===== src/core/otf_defines.svh =====
`ifndef OTF_DEFINES_SVH
`define OTF_DEFINES_SVH

// Register byte offsets
`define OTF_ADDR_FAST_MODE      8'h00
`define OTF_ADDR_FAST_SEL       8'h04
`define OTF_ADDR_RELAY1_SEL     8'h08
`define OTF_ADDR_RELAY2_SEL     8'h0C
`define OTF_ADDR_OC_SEL         8'h10
`define OTF_ADDR_STATUS         8'h14

// Reset values
`define OTF_RST_FAST_MODE       1'b0
`define OTF_RST_FAST_SEL        8'h00
`define OTF_RST_RELAY1_SEL      8'h02
`define OTF_RST_RELAY2_SEL      8'h00
`define OTF_RST_OC_SEL          8'h01

// Field positions and limits
`define OTF_MODE_SWITCH_BIT     0
`define OTF_SEL_MAX             8'h28
`define OTF_CODE_LAST           8'h17

// Status register bits
`define OTF_ST_FAST_BIT         0
`define OTF_ST_RELAY1_BIT       1
`define OTF_ST_RELAY2_BIT       2
`define OTF_ST_OC_BIT           3
`define OTF_ST_SEQ_BIT          4

// Timing
`define OTF_CLK_MHZ             250
`define OTF_SEQ_PULSE_MS        250
`define OTF_SEQ_PULSE_CYCLES    (`OTF_SEQ_PULSE_MS * 1000 * `OTF_CLK_MHZ)
`define OTF_DRV_PREWARN_MS      16'h2710

`endif


===== src/core/otf_pkg.sv =====
package otf_pkg;

   typedef logic [7:0]  otf_sel_t;
   typedef logic [15:0] otf_val_t;
   typedef logic [23:0] otf_cond_t;

   typedef enum logic [4:0] {
      OTF_C_NONE,
      OTF_C_FREQ_REACHED,
      OTF_C_FREQ_LEVEL_ONE,
      OTF_C_FAULT_STOP,
      OTF_C_MOTOR_OVL_WARN,
      OTF_C_DRIVE_OVL_WARN,
      OTF_C_ZERO_RUN,
      OTF_C_ZERO_ANY,
      OTF_C_UPPER_LIMIT,
      OTF_C_LOWER_LIMIT,
      OTF_C_SET_COUNT,
      OTF_C_DESIG_COUNT,
      OTF_C_LENGTH,
      OTF_C_SEQ_CYCLE,
      OTF_C_RUN_TIME,
      OTF_C_FREQ_LIMITED,
      OTF_C_TORQUE_LIMITED,
      OTF_C_READY,
      OTF_C_RUNNING,
      OTF_C_ANALOG_CMP,
      OTF_C_UNDERVOLTAGE
   } otf_code_t;

endpackage


===== src/core/otf_output_select.sv =====
// Functional notes
// [RULE1] Fast terminal mode 0 gives pulse output, 1 gives switch output.
// [RULE2] Four terminals each select a condition by code; fast switch accepts 0..40.
// [RULE3] Reset selections: relay one 2, relay two 0, fast switch 0, open collector 1.
// [RULE4] Code 0 never drives its terminal active.
// [RULE5] Code 3 active when the drive stopped on a fault.
// [RULE6] Code 4 active when motor load exceeds the pre-warning threshold.
// [RULE7] Code 5 active from 10 s before drive overload protection acts.
// [RULE8] Code 6 active at zero output frequency while running, off when stopped.
// [RULE9] Code 7 active at zero output frequency, stays active when stopped.
// [RULE10] Code 8 active when running frequency reaches the upper limit.
// [RULE11] Code 9 active at lower limit, inactive when stopped.
// [RULE12] Codes 10 and 11 active when counter reaches set or designated count.
// [RULE13] Code 12 active when actual length exceeds the length target.
// [RULE14] Code 13 emits one 250 ms pulse per finished sequencer cycle.
// [RULE15] Code 14 active when accumulated running time exceeds its threshold.
// [RULE16] Code 15 active when set frequency is beyond a limit and output reached it.
// [RULE17] Code 16 active in speed mode at torque limit with stall protection.
// [RULE18] Code 17 active when circuits stable, no fault, and ready to run.
// [RULE19] Code 18 active while running, even at zero frequency.
// [RULE20] Code 19 active when first analog input exceeds second.
// [RULE21] Code 20 active in undervoltage.
// [RULE22] Reserved or undocumented codes, 21 and above, leave the terminal inactive.
//
// Register access over AHB-Lite and the register offsets are this design's own decisions.
`timescale 1ns/1ps
`default_nettype none
`include "otf_defines.svh"

module otf_output_select #(
   parameter int unsigned SEQ_PULSE_CYCLES = `OTF_SEQ_PULSE_CYCLES
) (
   input  wire logic             hclk,
   input  wire logic             hresetn,
   input  wire logic             hsel,
   input  wire logic [7:0]       haddr,
   input  wire logic [1:0]       htrans,
   input  wire logic             hwrite,
   input  wire logic [2:0]       hsize,
   input  wire logic [31:0]      hwdata,
   input  wire logic             hready,
   output logic [31:0]           hrdata,
   output logic                  hreadyout,
   output logic                  hresp,
   input  wire logic             fast_pulse_input,
   input  wire logic             freq_reached,
   input  wire logic             freq_level_detect_one,
   input  wire logic             drive_running,
   input  wire logic             fault_stop,
   input  wire logic             motor_overload_warn,
   input  wire logic             drive_overload_building,
   input  wire otf_pkg::otf_val_t drive_overload_ms_left,
   input  wire otf_pkg::otf_val_t out_freq,
   input  wire otf_pkg::otf_val_t set_freq,
   input  wire otf_pkg::otf_val_t freq_upper_limit,
   input  wire otf_pkg::otf_val_t freq_lower_limit,
   input  wire otf_pkg::otf_val_t count_value,
   input  wire otf_pkg::otf_val_t set_count_value,
   input  wire otf_pkg::otf_val_t designated_count_value,
   input  wire otf_pkg::otf_val_t actual_length,
   input  wire otf_pkg::otf_val_t length_target,
   input  wire logic             step_sequencer_cycle_done,
   input  wire otf_pkg::otf_val_t run_time_total,
   input  wire otf_pkg::otf_val_t run_time_threshold,
   input  wire logic             speed_control_mode,
   input  wire logic             torque_at_limit,
   input  wire logic             stall_protection,
   input  wire logic             circuits_stable,
   input  wire logic             fault_detected,
   input  wire otf_pkg::otf_val_t first_analog_input,
   input  wire otf_pkg::otf_val_t second_analog_input,
   input  wire logic             undervoltage,
   output logic                  fast_output_terminal,
   output logic                  first_relay,
   output logic                  second_relay,
   output logic                  open_collector_output
);
   import otf_pkg::*;

   logic       fast_terminal_mode;
   otf_sel_t   fast_switch_function_select;
   otf_sel_t   first_relay_function_select;
   otf_sel_t   second_relay_function_select;
   otf_sel_t   open_collector_function_select;
   logic       ph_write;
   logic [7:0] ph_addr;
   logic       addr_phase;
   logic       wr_sel;
   logic       seq_pulse;
   logic [31:0] seq_cnt;
   logic       fast_switch_level;
   logic [31:0] next_rdata;
   otf_cond_t  cond;

   // Code zero and codes past the table fall out as inactive
   function automatic logic pick(input otf_sel_t code, input otf_cond_t c);
      if (code > `OTF_CODE_LAST)
         pick = 1'b0; // RULE22
      else
         pick = c[code[4:0]];
   endfunction

   function automatic logic [31:0] reg_read(input logic [7:0] a, input otf_sel_t s0,
                                            input otf_sel_t s1, input otf_sel_t s2,
                                            input otf_sel_t s3, input logic m);
      case (a)
         `OTF_ADDR_FAST_MODE:  reg_read = {31'h0000_0000, m};
         `OTF_ADDR_FAST_SEL:   reg_read = {24'h00_0000, s0};
         `OTF_ADDR_RELAY1_SEL: reg_read = {24'h00_0000, s1};
         `OTF_ADDR_RELAY2_SEL: reg_read = {24'h00_0000, s2};
         `OTF_ADDR_OC_SEL:     reg_read = {24'h00_0000, s3};
         `OTF_ADDR_STATUS:     reg_read = {27'h000_0000, seq_pulse, open_collector_output,
                                           second_relay, first_relay, fast_switch_level};
         default:              reg_read = 32'h0000_0000;
      endcase
   endfunction

   assign addr_phase = hsel && hready && htrans[1];
   assign wr_sel = ph_write && (hwdata[31:8] == 24'h00_0000)
                   && (hwdata[7:0] <= `OTF_SEL_MAX); // RULE2

   always_ff @(posedge hclk or negedge hresetn) begin
      if (!hresetn) begin
         ph_write <= 1'b0;
         ph_addr  <= 8'h00;
      end else if (hready) begin
         ph_write <= addr_phase && hwrite;
         ph_addr  <= {haddr[7:2], 2'b00};
      end
   end

   always_ff @(posedge hclk or negedge hresetn) begin
      if (!hresetn) begin
         fast_terminal_mode             <= `OTF_RST_FAST_MODE;
         fast_switch_function_select    <= `OTF_RST_FAST_SEL; // RULE3
         first_relay_function_select    <= `OTF_RST_RELAY1_SEL; // RULE3
         second_relay_function_select   <= `OTF_RST_RELAY2_SEL; // RULE3
         open_collector_function_select <= `OTF_RST_OC_SEL; // RULE3
      end else if (ph_write) begin
         case (ph_addr)
            `OTF_ADDR_FAST_MODE:
               fast_terminal_mode <= hwdata[`OTF_MODE_SWITCH_BIT];
            `OTF_ADDR_FAST_SEL:
               if (wr_sel) fast_switch_function_select <= hwdata[7:0];
            `OTF_ADDR_RELAY1_SEL:
               if (wr_sel) first_relay_function_select <= hwdata[7:0];
            `OTF_ADDR_RELAY2_SEL:
               if (wr_sel) second_relay_function_select <= hwdata[7:0];
            `OTF_ADDR_OC_SEL:
               if (wr_sel) open_collector_function_select <= hwdata[7:0];
            default: ;
         endcase
      end
   end

   // Forward a write still in its data phase so back-to-back reads see it
   always_comb begin
      next_rdata = reg_read({haddr[7:2], 2'b00}, fast_switch_function_select,
                            first_relay_function_select, second_relay_function_select,
                            open_collector_function_select, fast_terminal_mode);
      if (ph_write && (ph_addr == {haddr[7:2], 2'b00})) begin
         if (ph_addr == `OTF_ADDR_FAST_MODE)
            next_rdata = {31'h0000_0000, hwdata[`OTF_MODE_SWITCH_BIT]};
         else if (ph_addr != `OTF_ADDR_STATUS && wr_sel)
            next_rdata = {24'h00_0000, hwdata[7:0]};
      end
   end

   // Zero wait states and always OKAY keep the master simple
   always_ff @(posedge hclk or negedge hresetn) begin
      if (!hresetn) begin
         hrdata    <= 32'h0000_0000;
         hreadyout <= 1'b0;
         hresp     <= 1'b0;
      end else begin
         hreadyout <= 1'b1;
         hresp     <= 1'b0;
         if (addr_phase && !hwrite)
            hrdata <= next_rdata;
      end
   end

   // Sequencer pulse; a new cycle end while high restarts the width
   always_ff @(posedge hclk or negedge hresetn) begin
      if (!hresetn) begin
         seq_pulse <= 1'b0;
         seq_cnt   <= 32'h0000_0000;
      end else if (step_sequencer_cycle_done) begin
         seq_pulse <= 1'b1; // RULE14
         seq_cnt   <= SEQ_PULSE_CYCLES - 1;
      end else if (seq_cnt != 32'h0000_0000) begin
         seq_cnt <= seq_cnt - 32'h0000_0001;
      end else begin
         seq_pulse <= 1'b0; // RULE14
      end
   end

   always_comb begin
      cond = '0;
      cond[OTF_C_FREQ_REACHED]   = freq_reached;
      cond[OTF_C_FREQ_LEVEL_ONE] = freq_level_detect_one;
      cond[OTF_C_FAULT_STOP]     = fault_stop; // RULE5
      cond[OTF_C_MOTOR_OVL_WARN] = motor_overload_warn; // RULE6
      cond[OTF_C_DRIVE_OVL_WARN] = drive_overload_building
                                   && (drive_overload_ms_left <= `OTF_DRV_PREWARN_MS); // RULE7
      cond[OTF_C_ZERO_RUN]       = drive_running && (out_freq == 16'h0000); // RULE8
      cond[OTF_C_ZERO_ANY]       = (out_freq == 16'h0000); // RULE9
      cond[OTF_C_UPPER_LIMIT]    = drive_running && (out_freq >= freq_upper_limit); // RULE10
      cond[OTF_C_LOWER_LIMIT]    = drive_running && (out_freq <= freq_lower_limit); // RULE11
      cond[OTF_C_SET_COUNT]      = (count_value >= set_count_value); // RULE12
      cond[OTF_C_DESIG_COUNT]    = (count_value >= designated_count_value); // RULE12
      cond[OTF_C_LENGTH]         = (actual_length > length_target); // RULE13
      cond[OTF_C_SEQ_CYCLE]      = seq_pulse; // RULE14
      cond[OTF_C_RUN_TIME]       = (run_time_total > run_time_threshold); // RULE15
      cond[OTF_C_FREQ_LIMITED]   = ((set_freq > freq_upper_limit)
                                    && (out_freq >= freq_upper_limit))
                                   || ((set_freq < freq_lower_limit)
                                    && (out_freq <= freq_lower_limit)); // RULE16
      cond[OTF_C_TORQUE_LIMITED] = speed_control_mode && torque_at_limit
                                   && stall_protection; // RULE17
      cond[OTF_C_READY]          = circuits_stable && !fault_detected; // RULE18
      cond[OTF_C_RUNNING]        = drive_running; // RULE19
      cond[OTF_C_ANALOG_CMP]     = ($signed(first_analog_input)
                                    > $signed(second_analog_input)); // RULE20
      cond[OTF_C_UNDERVOLTAGE]   = undervoltage; // RULE21
      cond[OTF_C_NONE]           = 1'b0; // RULE4
   end

   assign fast_switch_level = pick(fast_switch_function_select, cond);

   always_ff @(posedge hclk or negedge hresetn) begin
      if (!hresetn) begin
         fast_output_terminal  <= 1'b0;
         first_relay           <= 1'b0;
         second_relay          <= 1'b0;
         open_collector_output <= 1'b0;
      end else begin
         fast_output_terminal  <= fast_terminal_mode ? fast_switch_level
                                                     : fast_pulse_input; // RULE1
         first_relay           <= pick(first_relay_function_select, cond); // RULE2
         second_relay          <= pick(second_relay_function_select, cond); // RULE2
         open_collector_output <= pick(open_collector_function_select, cond); // RULE2
      end
   end
endmodule
`default_nettype wire


===== config.mk =====
export PLATFORM = sky130hd
export DESIGN_NAME = otf_output_select
export DESIGN_NICKNAME = d
export VERILOG_FILES = /design/src/core/otf_pkg.sv /design/src/core/otf_output_select.sv
export VERILOG_INCLUDE_DIRS = /design/src /design/src/core
export SDC_FILE = /design/constraint.sdc
export NUM_CORES = 1
export LEC_CHECK = 0
export ABC_AREA = 1
export ABC_CLOCK_PERIOD_IN_PS = 4500
export BUFFER_PORTS_ARGS = -buffer_cell sky130_fd_sc_hd__buf_2
export CORE_UTILIZATION = 57
export CTS_BUF_LIST = sky130_fd_sc_hd__clkbuf_4
export CTS_CLUSTER_SIZE = 16
export DETAILED_ROUTE_END_ITERATION = 16
export HOLD_SLACK_MARGIN = 0.08
export PLACE_DENSITY = 0.95
export SYNTH_ARGS = -nofsm -noshare
export SYNTH_HDL_FRONTEND = slang
export SYNTH_SLANG_ARGS = --single-unit
export TNS_END_PERCENT = 30

===== constraint.sdc =====
create_clock -name hclk -period 4.5 [get_ports hclk]
set_input_delay 0.9 -clock hclk [delete_from_list [all_inputs] [get_ports hclk]]
set_output_delay 0.9 -clock hclk [all_outputs]
set_load 0.03 [all_outputs]

==> flow_metrics.py <==
metrics = {
    "drt": {
        "vias": 10100,
        "avgViaCountPerCell": 5.38,
        "ant_nets": 0,
        "routedWlPerCell_um": 15.0,
        "drc": 0,
        "drt-total-wl_mm": 28.2,
        "drt_iter0_drc": 653,
        "drtPass1Iterations": 7,
    },
    "final_layout": {
        "ff_latch_area_mm2": 0.00215,
        "final_util": 0.706,
        "multi_input_area_mm2": 0.00572,
        "syn2layout_area_growth_pct": 19.2,
        "drive_above_1_share": 0.207,
        "nFillCells": 1317,
        "final_cells": 1876,
        "fin_nets": 2078,
    },
    "setup_path": {
        "crit_arrival_ps": 3020,
        "slowest_stage": "ha_1",
        "critPathMaxFanout": 4,
        "end_kind": "flip-flop",
        "worst-setup-path-type": "input pin to flip-flop",
        "max_stage_delay_ps": 320,
        "critPathLaunchType": "input pin",
        "crit_family": "simple AND/OR/NAND/NOR gates",
        "crit_path_frequent_cell": "nand2_1",
        "crit_buf_inv": 2,
        "cp.required_ps": 4900,
        "worstPathCellList": "buf_2, inv_1, ha_1, nand2_1, nor2_2, nand2_1, nor2_1, nand2_1, nand3_1, nand2_1, nand2_1, nand2_1, nand2_1, nand2_1, nand2_1, nand2_1, nand2_1, nand2_1, nand2_1, nand4_1, nand2_1, nand2_1, a21oi_1",
    },
    "cts": {
        "clk-insertion-delay-late_ps": 460,
        "postCtsResizedCells": 0,
        "path_clk_slew_ps": 140,
        "hold_buffers": 0,
        "root_buffer": "clkbuf_4",
        "cts_htree_levels": 3,
        "tritoncts": "built",
        "postCtsSetupRepairBufs": 0,
        "cts_buffer_depth": 2,
        "cts_sinks": 86,
        "cts_made_buffers": 9,
    },
    "run_status": {
        "outcome": "completed",
    },
    "floorplan": {
        "die_w_um": 129,
        "start_util": 0.592,
        "io_pins": 326,
        "die_h_um": 129,
        "core_area_mm2": 0.0154,
        "rows": 45,
        "dieArea_mm2": 0.0165,
    },
    "sta": {
        "slew_headroom": 0.284,
        "whs_ps": 500,
        "setup_viol": 0,
        "skew_ps": 17.5,
        "fmax_mhz": 382,
        "worst_pin_slew_ps": 1070,
        "rsz0062_at_grt": "no",
        "finalHoldViolations": 0,
        "setup_tns_ps": 0,
        "post-route-min-period_ps": 2620,
        "fin_crit_sh": 0.582,
        "slew_violations": 0,
    },
    "synthesis": {
        "yosysWarningCount": 0,
        "ys_ff_latch": 86,
        "yosysSeqAreaShare": 0.236,
        "yosys-top-cells-count": "284 x inv_1, 267 x nand2_1, 144 x ha_1",
        "synth_ff_type": "dfrtp_1",
        "syn-cell-area_mm2": 0.00914,
        "syn_area_per_cell_um2": 6.72,
        "yosys-top-cells-area": "dfrtp_1 23%, ha_1 20%, inv_1 12%",
        "async_flop_share": 1.00,
        "netlist-cell-type-count": 49,
        "synth-edff-count": 0,
        "synth_cells": 1359,
        "synth.most_common_cell": "inv_1",
        "yosysTopAreaCellShare": 0.230,
        "yosysTopAreaCell": "dfrtp_1",
    },
    "job": {
        "cap_violations": 0,
    },
    "power": {
        "p_total_mw": 1.96,
        "peakVddDrop_v": 0.000194,
        "powerDensity_mw_per_mm2": 180,
        "leakagePower_nw": 6.21,
    },
    "place": {
        "dp_hpwl_mm": 23.5,
        "port-buffer-count": 294,
        "place_inst": 1846,
        "gp_congestion": 0.952,
    },
    "grt": {
        "grt_use_total": 0.347,
        "antenna_found_initial": 15,
        "overflow": 0,
        "grt_max_degree": 87,
        "grt_pass1_wl_mm": 44.9,
        "grt_pass1_vias": 9804,
    },
    "worst_hold_path": {
        "hold_class": "flip-flop to flip-flop",
    },
}
-- metal layers --
metal	wire length, um	global-route usage	vias up	share of wire
met2	13600	0.603	472	0.48
met1	10600	0.368	4500	0.38
met3	2020	0.0744	117	0.072
li1	-	-	5000	-
met5	13	0	-	0.00046
met4	1990	0.271	2	0.071
-- registers in the layout, indices dropped and copies added, names as in the netlist, 6 cells and up --
name and flops:
seq_cnt 32, fast_switch_function_select 8, first_relay_function_select 8, hrdata 8, open_collector_function_select 8, second_relay_function_select 8
ph_addr 6
-- worst reg2reg max path: stages (launching register included) --
cell and delay (ps):
dfrtp_1 350, inv_1 70, ha_1 230, nand2_1 110, nor3_2 60, nand4_2 80
nor2_4 60, nor2_2 150, nand2_2 90, nor2_2 140, inv_2 60, nor2_4 120
inv_2 70, nor3_2 180, nand4_1 150, o21ai_1 150, a21oi_1 60
-- metrics by stage --
step	worst slack (ps)	instance area, um2
2_1_floorplan	1880	9230
3_3_place_gp	1480	10700
3_5_place_dp	1460	10700
4_1_cts	1900	10900
5_1_grt	1590	10900
6_report	1880	10900
-- cell usage in the layout (no fill, tap or decap), types with 23 or more instances in the layout --
cell type | Yosys | layout
dfrtp_1 | 84 | 84
buf_2 | 0 | 293
nand4_1 | 29 | 29
nand2_1 | 267 | 267
inv_1 | 284 | 284
nor2_1 | 115 | 115
conb_1 | 2 | 26
nand3_1 | 43 | 43
nor3_1 | 23 | 23
ha_1 | 144 | 144
o21ai_0 | 97 | 97
a21oi_1 | 110 | 110
-- path summary, 6_finish.rpt --
check                      slack [ps]           to               startpoint  cells past startpoint
max                              1880    hrdata[0]  second_analog_input[15]                     23
min                               500  seq_cnt[30]              seq_cnt[30]                      1
max reg2reg                      2260  seq_cnt[29]               seq_cnt[0]                     16
min reg2reg                       500  seq_cnt[30]              seq_cnt[30]                      1
max in group asynchronous        3190    hreadyout                  hresetn                      1
min in group asynchronous         590  seq_cnt[30]                  hresetn                      1
-- cells by family (layout without fill, tap and decap cells) --
kind of cell	count (synthesis)	count (layout)	share of synthesized area
AOI/OAI and AO/OA	277	277	0.170
xor gates and xnor gates	2	2	0.00192
adders and majority gates	144	144	0.197
buffers and inverters	335	603	0.148
DFF	86	86	0.236
other	2	40	0.000822
and+or+nand+nor	513	513	0.246
-- cell type report --
class	count	area share
Clock inverter	7	0.00678
Clock buffer	9	0.00620
Inverter	293	0.101
Sequential cell	86	0.198
Timing Repair Buffer	294	0.135
Multi-Input combinational cell	962	0.525
Tap cell	211	0.0242
Antenna cell	14	0.00322
-- power by group --
group / switching (mW) / internal, mW / total (mW)
clock: 0.284 / 0.171 / 0.456
sequential: 0.0222 / 0.805 / 0.827
combinational: 0.409 / 0.268 / 0.678
Power figures use the tool's default switching activity.
